--- config.mk ---
export PLATFORM = sky130hd
export DESIGN_NAME = mms_stat_bank
export DESIGN_NICKNAME = d
export VERILOG_FILES = /design/src/verilog/mms_stat_pkg.sv /design/src/verilog/mms_stat_bank.sv /design/src/verilog/mms_frame_classify.sv /design/src/verilog/mms_stat_counter.sv
export VERILOG_INCLUDE_DIRS = /design/src /design/src/verilog
export SDC_FILE = /design/constraint.sdc
export NUM_CORES = 2
export LEC_CHECK = 0
export BUFFER_PORTS_ARGS = -buffer_cell sky130_fd_sc_hd__buf_2
export CORE_MARGIN = 5
export CORE_UTILIZATION = 33
export DETAILED_ROUTE_END_ITERATION = 6
export PLACE_DENSITY = 0.49
export SLEW_MARGIN = 20
export SYNTH_ARGS = -nofsm -noshare
export SYNTH_HDL_FRONTEND = slang
export SYNTH_SLANG_ARGS = --single-unit
export TNS_END_PERCENT = 5
--- constraint.sdc ---
create_clock -name clk -period 8.5 [get_ports clk]
set_input_delay 1.7 -clock clk [delete_from_list [all_inputs] [get_ports clk]]
set_output_delay 1.7 -clock clk [all_outputs]
set_load 0.005 [all_outputs]
--- src/verilog/mms_stat_map.svh ---
// Offsets, lane choices, reset values and thresholds of the MIB counter bank.
// Assumes byte addresses relative to the start of either host window.
`ifndef MMS_STAT_MAP_SVH
`define MMS_STAT_MAP_SVH

// ==========================================================
// Window sizes
`define MMS_IO_WIN_BYTES 10'h100
`define MMS_MEM_WIN_BYTES 10'h200

// ==========================================================
// Counter slot offsets
`define MMS_OFS_RX_OCT 8'ha8
`define MMS_OFS_RX_MC_OCT 8'hac
`define MMS_OFS_RX_BC_OCT 8'hb0
`define MMS_OFS_RX_FRM 8'hb4
`define MMS_OFS_RX_MC_FRM 8'hb8
`define MMS_OFS_RX_BC_FRM 8'hbc
`define MMS_OFS_RX_PAUSE 8'hc4
`define MMS_OFS_RX_LEN_ERR 8'hc8
`define MMS_OFS_RX_ERR 8'hcc
`define MMS_OFS_TX_OCT 8'hd0
`define MMS_OFS_TX_MC_OCT 8'hd4
`define MMS_OFS_TX_BC_OCT 8'hd8
`define MMS_OFS_TX_FRM 8'hdc
`define MMS_OFS_TX_MC_FRM 8'he0
`define MMS_OFS_TX_DEFER 8'he4
`define MMS_OFS_TX_LATE 8'he8
`define MMS_OFS_TX_MULTI 8'hec
`define MMS_OFS_TX_SINGLE 8'hf0
`define MMS_OFS_TX_BC_FRM 8'hf4
`define MMS_OFS_TX_CRS 8'hf8
`define MMS_OFS_TX_ABORT 8'hfc

// ==========================================================
// Field positions, values and counts
`define MMS_LANE_LO 1'b0
`define MMS_LANE_HI 1'b1
`define MMS_CNT_RST 32'h0000_0000
`define MMS_THR_TOP 2'b11
`define MMS_BCAST_ADDR 48'hffff_ffff_ffff
`define MMS_GROUP_BIT 40
`define MMS_VLAN_OCTETS 32'h0000_0004
`define MMS_NUM_CNT 25

`endif

--- src/verilog/mms_stat_pkg.sv ---
// Types shared by the MIB counter bank and its helpers.
// Assumes mms_stat_map.svh is on the include path.
package mms_stat_pkg;

    // ==========================================================
    // Host access carriers
    typedef struct packed {
        logic req;
        logic io_space;
        logic wr;
        logic [8:0] addr;
        logic [3:0] be;
        logic [31:0] wdata;
    } mms_host_req_t;

    typedef struct packed {
        logic ack;
        logic [31:0] rdata;
    } mms_host_rsp_t;

    // ==========================================================
    // Frame completion report from the MAC datapath
    typedef struct packed {
        logic done;
        logic [47:0] dst;
        logic [15:0] octets;
        logic vlan_handled;
        logic too_long;
        logic fcs_err;
        logic len_err;
        logic align_err;
        logic lost;
    } mms_frame_t;

    // Single-event sources of the remaining counters
    typedef struct packed {
        logic rx_pause;
        logic rx_oversize;
        logic rx_len_field;
        logic rx_fcs;
        logic rx_loss;
        logic tx_deferred;
        logic tx_late_coll;
        logic tx_multi_coll;
        logic tx_single_coll;
        logic tx_carrier_loss;
        logic tx_pause;
        logic tx_xs_abort;
        logic tx_xs_defer;
    } mms_evt_t;

    typedef struct packed {
        logic ok;
        logic mcast;
        logic bcast;
        logic [31:0] octets;
    } mms_class_t;

endpackage : mms_stat_pkg

--- src/verilog/mms_stat_bank.sv ---
// Ethernet MIB statistics counter bank with host register access.
// Assumes frame reports and events come from logic on the same clock.
//
// Summary of operation
// Registers are reached through a 256-byte I/O window and a 512-byte memory window, each enabled.
// The host never accesses wider than a register, so a half-slot write touches one counter only.
// The received broadcast frame counter counts good frames sent to the all-ones address.
// Frames too long, with FCS, length or alignment errors, or lost inside are not counted.
// The 16-bit received broadcast frame counter wraps to zero after 0xffff.
// Reaching 0xc000 on the received broadcast frame counter raises the update flag.
// The received broadcast frame counter runs only with global enable set and its mask clear.
// The sent broadcast frame counter counts good all-ones frames and no other multicast.
// The 16-bit sent broadcast frame counter wraps to zero after 0xffff.
// Reaching 0xc000 on the sent broadcast frame counter raises the update flag.
// The sent broadcast frame counter runs only with global enable set and its mask clear.
// The received broadcast octet counter adds data and pad octets of good broadcast frames.
// Every octet counter includes the four VLAN tag octets however the tag was handled.
// The received broadcast octet counter wraps after all ones and flags at three quarters.
// Two 16-bit counters in one slot sit first in the low lanes, second in the high lanes.
`include "mms_stat_map.svh"

module mms_stat_bank #(
    parameter int NUM_CNT = `MMS_NUM_CNT
) (
    input wire logic clk,
    input wire logic rst_n,
    input mms_stat_pkg::mms_host_req_t host_req,
    output mms_stat_pkg::mms_host_rsp_t host_rsp,
    input wire logic io_window_en,
    input wire logic mem_window_en,
    input wire logic global_counting_enable,
    input wire logic [NUM_CNT-1:0] per_counter_mask_register,
    input mms_stat_pkg::mms_frame_t rx_frame,
    input mms_stat_pkg::mms_frame_t tx_frame,
    input mms_stat_pkg::mms_evt_t side_evt,
    output logic stats_threshold_irq_flag
);
    import mms_stat_pkg::*;

    // ==========================================================
    // Counter layout, one entry per counter
    localparam logic [7:0] SLOT [NUM_CNT] = '{
        // Received side
        `MMS_OFS_RX_OCT, // 0 all octets
        `MMS_OFS_RX_MC_OCT, // 1 multicast octets
        `MMS_OFS_RX_BC_OCT, // 2 broadcast octets
        `MMS_OFS_RX_FRM, // 3 good frames
        `MMS_OFS_RX_MC_FRM, // 4 multicast frames
        `MMS_OFS_RX_BC_FRM, // 5 broadcast frames
        `MMS_OFS_RX_PAUSE, // 6 pause frames
        `MMS_OFS_RX_LEN_ERR, // 7 oversize
        `MMS_OFS_RX_LEN_ERR, // 8 length field
        `MMS_OFS_RX_ERR, // 9 check sequence
        `MMS_OFS_RX_ERR, // 10 internal loss

        // Sent side
        `MMS_OFS_TX_OCT, // 11 all octets
        `MMS_OFS_TX_MC_OCT, // 12 multicast octets
        `MMS_OFS_TX_BC_OCT, // 13 broadcast octets
        `MMS_OFS_TX_FRM, // 14 good frames
        `MMS_OFS_TX_MC_FRM, // 15 multicast frames
        `MMS_OFS_TX_DEFER, // 16 deferred
        `MMS_OFS_TX_LATE, // 17 late collision
        `MMS_OFS_TX_MULTI, // 18 multiple collisions
        `MMS_OFS_TX_SINGLE, // 19 single collision
        `MMS_OFS_TX_BC_FRM, // 20 broadcast frames
        `MMS_OFS_TX_CRS, // 21 carrier loss
        `MMS_OFS_TX_CRS, // 22 pause frames
        `MMS_OFS_TX_ABORT, // 23 collision abort
        `MMS_OFS_TX_ABORT // 24 excess deferral
    };

    // Lane of each counter inside its slot
    localparam logic HILANE [NUM_CNT] = '{
        // Received side
        `MMS_LANE_LO, // 0
        `MMS_LANE_LO, // 1
        `MMS_LANE_LO, // 2
        `MMS_LANE_LO, // 3
        `MMS_LANE_LO, // 4
        `MMS_LANE_LO, // 5
        `MMS_LANE_LO, // 6
        `MMS_LANE_LO, // 7
        `MMS_LANE_HI, // 8
        `MMS_LANE_LO, // 9
        `MMS_LANE_HI, // 10

        // Sent side
        `MMS_LANE_LO, // 11
        `MMS_LANE_LO, // 12
        `MMS_LANE_LO, // 13
        `MMS_LANE_LO, // 14
        `MMS_LANE_LO, // 15
        `MMS_LANE_LO, // 16
        `MMS_LANE_LO, // 17
        `MMS_LANE_LO, // 18
        `MMS_LANE_LO, // 19
        `MMS_LANE_LO, // 20
        `MMS_LANE_LO, // 21
        `MMS_LANE_HI, // 22
        `MMS_LANE_LO, // 23
        `MMS_LANE_HI // 24
    };

    // Width of each counter
    localparam int WID [NUM_CNT] = '{
        // Received side
        32, // 0
        32, // 1
        32, // 2
        32, // 3
        32, // 4
        16, // 5
        16, // 6
        16, // 7
        16, // 8
        16, // 9
        16, // 10

        // Sent side
        32, // 11
        32, // 12
        32, // 13
        32, // 14
        32, // 15
        32, // 16
        32, // 17
        32, // 18
        32, // 19
        16, // 20
        16, // 21
        16, // 22
        16, // 23
        16 // 24
    };

    // ==========================================================
    // Registered state
    typedef struct packed {
        logic ack;
        logic [31:0] rdata;
        logic irq;
    } mms_bank_st_t;

    mms_bank_st_t st_ff;
    mms_bank_st_t nxt_st;

    // Frame classes per direction
    mms_class_t rx_cls;
    mms_class_t tx_cls;

    // Per-counter amounts, values, decodes and gates
    logic [31:0] amt [NUM_CNT];
    logic [31:0] val [NUM_CNT];
    logic [31:0] lane_val [NUM_CNT];
    logic [NUM_CNT-1:0] hit;
    logic [NUM_CNT-1:0] sel;
    logic [NUM_CNT-1:0] cnt_en;

    // Host decode
    logic win_ok;
    logic wr_go;
    logic [31:0] rd_mux;

    // ==========================================================
    // Frame classification per direction
    mms_frame_classify u_rx_class (
        .frame (rx_frame),
        .cls (rx_cls)
    );

    mms_frame_classify u_tx_class (
        .frame (tx_frame),
        .cls (tx_cls)
    );

    // ==========================================================
    // Amount added to each counter this cycle
    always_comb begin
        // Received frame classes
        amt[0] = rx_cls.octets;
        amt[1] = rx_cls.mcast ? rx_cls.octets : 32'h0;
        amt[2] = rx_cls.bcast ? rx_cls.octets : 32'h0;
        amt[3] = 32'(rx_cls.ok);
        amt[4] = 32'(rx_cls.mcast);
        amt[5] = 32'(rx_cls.bcast);

        // Received single events
        amt[6] = 32'(side_evt.rx_pause);
        amt[7] = 32'(side_evt.rx_oversize);
        amt[8] = 32'(side_evt.rx_len_field);
        amt[9] = 32'(side_evt.rx_fcs);
        amt[10] = 32'(side_evt.rx_loss);

        // Sent frame classes
        amt[11] = tx_cls.octets;
        amt[12] = tx_cls.mcast ? tx_cls.octets : 32'h0;
        amt[13] = tx_cls.bcast ? tx_cls.octets : 32'h0;
        amt[14] = 32'(tx_cls.ok);
        amt[15] = 32'(tx_cls.mcast);

        // Sent single events, with the broadcast frame count in its slot order
        amt[16] = 32'(side_evt.tx_deferred);
        amt[17] = 32'(side_evt.tx_late_coll);
        amt[18] = 32'(side_evt.tx_multi_coll);
        amt[19] = 32'(side_evt.tx_single_coll);
        amt[20] = 32'(tx_cls.bcast);
        amt[21] = 32'(side_evt.tx_carrier_loss);
        amt[22] = 32'(side_evt.tx_pause);
        amt[23] = 32'(side_evt.tx_xs_abort);
        amt[24] = 32'(side_evt.tx_xs_defer);
    end

    // ==========================================================
    // Window decode: I/O space holds 256 bytes, memory 512
    always_comb begin
        if (host_req.io_space) begin
            win_ok = io_window_en && (10'(host_req.addr) < `MMS_IO_WIN_BYTES);
        end else begin
            win_ok = mem_window_en && (10'(host_req.addr) < `MMS_MEM_WIN_BYTES);
        end
        // Only writes inside an enabled window reach a counter
        wr_go = host_req.req && host_req.wr && win_ok;
    end

    // ==========================================================
    // Counting gate: global enable set and own mask bit clear
    assign cnt_en = {NUM_CNT{global_counting_enable}}
        & ~per_counter_mask_register;

    // ==========================================================
    // Counter array
    for (genvar i = 0; i < NUM_CNT; i++) begin : g_cnt
        logic [WID[i]-1:0] q_w;
        logic [WID[i]/8-1:0] be_w;
        logic [WID[i]-1:0] data_w;

        // Slot match on the word address
        assign sel[i] = (host_req.addr[8:2] == {1'b0, SLOT[i][7:2]});

        // Lane steering for half-slot counters
        if (WID[i] == 32) begin : g_word
            assign be_w = host_req.be;
            assign data_w = host_req.wdata;
        end else begin : g_half
            assign be_w = HILANE[i] ? host_req.be[3:2] : host_req.be[1:0];
            assign data_w = HILANE[i] ? host_req.wdata[31:16]
                : host_req.wdata[15:0];
        end

        mms_stat_counter #(
            .W (WID[i])
        ) u_cnt (
            .clk (clk),
            .rst_n (rst_n),
            .en (cnt_en[i]),
            .amt (amt[i]),
            .wr_en (wr_go && sel[i]),
            .wr_be (be_w),
            .wr_data (data_w),
            .value (q_w),
            .hit (hit[i])
        );

        assign val[i] = 32'(q_w);

        // Place half-slot counters in their byte lanes for the read mux
        assign lane_val[i] = HILANE[i] ? {val[i][15:0], 16'h0} : val[i];
    end

    // ==========================================================
    // Read mux: unmapped offsets read as zero
    always_comb begin
        rd_mux = 32'h0;
        for (int i = 0; i < NUM_CNT; i++) begin
            if (sel[i]) begin
                rd_mux = rd_mux | lane_val[i];
            end
        end
    end

    // ==========================================================
    // Next state: answer, read data and update pulse
    always_comb begin
        nxt_st = st_ff;
        nxt_st.ack = host_req.req;
        if (host_req.req && !host_req.wr) begin
            nxt_st.rdata = win_ok ? rd_mux : 32'h0;
        end
        // One pulse however many counters cross in the same cycle
        nxt_st.irq = |hit;
    end

    assign host_rsp.ack = st_ff.ack;
    assign host_rsp.rdata = st_ff.rdata;
    assign stats_threshold_irq_flag = st_ff.irq;

    // ==========================================================
    // State register
    always_ff @(posedge clk or negedge rst_n) begin
        if (!rst_n) begin
            st_ff <= '0;
        end else begin
            st_ff <= nxt_st;
        end
    end

endmodule : mms_stat_bank

--- src/verilog/mms_frame_classify.sv ---
// Sorts one completed frame into ok, multicast and broadcast classes.
// Assumes a one-cycle done pulse with all fields valid in that cycle.
`include "mms_stat_map.svh"

module mms_frame_classify (
    input mms_stat_pkg::mms_frame_t frame,
    output mms_stat_pkg::mms_class_t cls
);
    import mms_stat_pkg::*;

    logic good;

    // ==========================================================
    // Classification
    always_comb begin
        good = frame.done && !frame.too_long && !frame.fcs_err && !frame.len_err
            && !frame.align_err && !frame.lost;
        cls.ok = good;
        cls.bcast = good && (frame.dst == `MMS_BCAST_ADDR);
        cls.mcast = good && frame.dst[`MMS_GROUP_BIT] && !cls.bcast;
        // Tag octets counted whether or not the MAC handled the tag
        cls.octets = good ? (32'(frame.octets)
            + (frame.vlan_handled ? `MMS_VLAN_OCTETS : 32'h0)) : 32'h0;
    end

endmodule : mms_frame_classify

--- src/verilog/mms_stat_counter.sv ---
// One wrapping statistics counter with byte-lane host write.
// Assumes amt is zero outside a counting event.
`include "mms_stat_map.svh"

module mms_stat_counter #(
    parameter int W = 32
) (
    input wire logic clk,
    input wire logic rst_n,
    input wire logic en,
    input wire logic [31:0] amt,
    input wire logic wr_en,
    input wire logic [W/8-1:0] wr_be,
    input wire logic [W-1:0] wr_data,
    output logic [W-1:0] value,
    output logic hit
);
    import mms_stat_pkg::*;

    localparam logic [W-1:0] THR = {`MMS_THR_TOP, {(W-2){1'b0}}};

    typedef struct packed {
        logic [W-1:0] cnt;
    } mms_cnt_st_t;

    mms_cnt_st_t st_ff;
    mms_cnt_st_t nxt_st;
    logic [W-1:0] sum;
    logic wrapped;

    // ==========================================================
    // Count, wrap, threshold and host write
    always_comb begin
        nxt_st = st_ff;
        sum = st_ff.cnt + amt[W-1:0];
        wrapped = sum < st_ff.cnt;
        hit = 1'b0;
        if (en && amt != 32'h0) begin
            nxt_st.cnt = sum;
            // Crossing the mark, also when a large add wraps past it
            hit = (st_ff.cnt < THR) && (wrapped || sum >= THR);
        end
        // Host write wins over a count in the same byte lane
        for (int b = 0; b < W / 8; b++) begin
            if (wr_en && wr_be[b]) begin
                nxt_st.cnt[8*b +: 8] = wr_data[8*b +: 8];
            end
        end
    end

    assign value = st_ff.cnt;

    always_ff @(posedge clk or negedge rst_n) begin
        if (!rst_n) begin
            st_ff <= '{cnt: W'(`MMS_CNT_RST)};
        end else begin
            st_ff <= nxt_st;
        end
    end

endmodule : mms_stat_counter

==> results.md <==
- Worst Max-Slew Pin Slew: 1243 ps
- Tmin final: 8077 ps
- Nature of the critical path endpoint: flip-flop
- Die area: 189700 sq um
- Final core utilization: 0.3691
- Clock root cell: clkbuf_16
- Synth Area per Inst: 7.632 sq um
- Routed vias: 61.03k
- Synth Net Count: 8562
- Hold Worst Slack: 472.9 ps
- Final critical-path share of the clock period: 0.9502
- Number of CTS-inserted buffers: 90
- Pin count of the biggest net entering global routing: 139
- Final hold vios: 0
- CP required: 9100 ps
- NumNets Final: 8634
- Initial antenna violation count: 22
- Post-Route WL: 285800 microns
- Most frequent cell after synthesis: nand2_1
- Slowest CP cell: a41oi_1
- Setup Crit Path Kind: in2reg
- Vias in the first global route: 57.60k
- Fin. max-slew vios: 0
- Share of layout cells above drive strength 1: 0.08379
- Setup Skew: 40.76 ps
- Core ar.: 180500 sq um
- RSZ-0062 raised after global routing: no
- Status: finished clean
- Cell Area, Synth: 59770 sq um
- Synth cell count leaders: 1020 x nand2_1, 783 x o21ai_0, 740 x nor2_1
- GRT Util Overall: 0.2897
- Sequential-to-total area share from yosys stat: 0.2755
- Clock tree from TritonCTS: done
- Worst stage delay on the critical path: 480 ps
- Seq cells post-synth: 658
- 1st-iter DRT viols: 6540
- Boundary Pins: 267
- Leakage Power: 27.29 nW
- CTS Hold Buffers Added: 0
- Vias per cell: 5.894
- Slew margin rel.: 0.1691
- Post-synthesis cell type count: 95
- Initial core utilization: 0.3311
- Port Buffers: 264
- Syn. warnings: 0
- Die Y: 435.6 microns
- Post-synth EDFFs: 0
- Setup Fix Bufs, Post-CTS: 0
- Peak Freq: 0.1238 GHz
- Antenna viol nets, final: 0
- Die Wd: 435.6 microns
- Pre-Repair DR Iteration Count: 7
- Arr. time, crit path: 8680 ps
- Synth top area share: 0.2755
- Area growth syn-to-layout: 11.50%
- Resized Gates After CTS: 0
- Maximum vdd drop: 151.3 uV
- FFs w/ async S/R, synth: 1.000
- Synth area leader: dfrtp_1
- Pwr dens: 158.9 nW/um^2
- Wirelength per Cell: 27.60 microns
- First-pass GRT wire length: 407800 microns
- Total gr overflow: 0
- Max Cap Violations: 0
- Routability-driven placement congestion ratio: 0.9948
- Main synth FF type: dfrtp_1
- Worst setup SP type: input port
- Final setup fails: 0
- Post-DP HPWL: 217700 microns
- Clock Path Buffers: 3
- Worst-Skew Late Latency: 730 ps
- Residual DRC count: 0
- # rows: 156
- CTS H-tree depth: 3
- TritonCTS sink count: 658
- Hold/Removal Path Class: reg2reg
- Maximum net fanout on the critical path: 5
- Clock slew at reported path FFs: 60 ps
- Most frequent CP cell: nand2_1
- Mapped Cells: 7832
- Synth top area cells: dfrtp_1 28%, ha_1 10%, o21ai_0 6.6%
[cell families (layout without fill, tap and decap cells)]
group,Yosys count,count (layout),synth area share
simple gates,2996,2996,0.2391
xor+xnor,513,513,0.07517
compound gates,2045,2045,0.2123
fa+ha+maj,497,497,0.1048
flops,658,658,0.2755
mux,201,201,0.03456
other cells,0,12,0
buf+inv,922,1062,0.05870
[layer usage]
layer,GRT usage,part of all wire,up-vias
met4,0.1649,0.065,6
met5,0,0.00013,-
met2,0.4565,0.44,2510
met3,0.04922,0.075,595
met1,0.3756,0.42,29650
li1,-,-,28270
[worst paths after layout]
check | start | depth (start not counted) | end | slack, ps
setup / recovery | tx_frame[3] | 31 | stats_threshold_irq_flag | 420
hold / removal | host_rsp[23] | 2 | host_rsp[23] | 470
setup reg to reg | g_cnt[0].u_cnt.value[0] | 27 | stats_threshold_irq_flag | 2040
hold reg to reg | host_rsp[23] | 2 | host_rsp[23] | 470
max in group asynchronous | rst_n | 3 | g_cnt[23].u_cnt.value[8] | 5630
min in group asynchronous | rst_n | 1 | g_cnt[10].u_cnt.value[6] | 1010
[metrics by stage]
stage	setup WS [ps]	TNS (ps)	total power [mW]	instance area, sq um	cells
after floorplan	1096	0	5.493	59770	7832
after global placement	-165.1	-165.1	6.607	63660	10180
after detailed placement	-210.7	-210.7	6.659	63670	10180
after CTS	527.1	0	10.62	66610	10340
after global routing	58.93	0	11.05	66630	10350
final	423.3	0	10.59	66650	10350
[final cells by class]
class	count	area, sq um
Clock inverter	23	211.5
Antenna cell	12	30.03
Inverter	505	1896
Sequential cell	658	16470
Multi-Input combinational cell	6252	39990
Tap cell	2370	2965
Timing Repair Buffer	397	2367
Fill cell	18850	113900
Clock buffer	137	2721
[report_power, final]
| group | total [mW] | switching (mW) | leakage [nW] | internal [mW] |
|---|---|---|---|---|
| Combinational | 2.50 | 1.52 | 17.0 | 0.981 |
| Clock | 3.93 | 1.65 | 1.46 | 2.28 |
| Sequential | 4.16 | 0.731 | 8.86 | 3.43 |
[state kept, by name, indices dropped and copies added (netlist names)]
signal	flops
host_rsp	33
g_cnt.u_cnt.value	624
stats_threshold_irq_flag	1
[worst max-delay path, delay by kind of cell]
| kind | cells | cell delay (ps) |
|---|---|---|
| fa+ha+maj | 3 | 1040 |
| xor+xnor | 1 | 200 |
| buf+inv | 3 | 500 |
| compound gates | 12 | 2960 |
| simple gates | 12 | 2270 |
[placed cells by master (no fill, tap or decap), drive strengths merged, types with 214 or more instances in the layout]
master  instances
inv           505
nand3         229
xnor2         287
xor2          226
ha            491
nand4         214
buf           397
a21oi         405
nor2          740
dfrtp         658
o21ai         786
nand2        1020
Power figures use the tool's default switching activity.
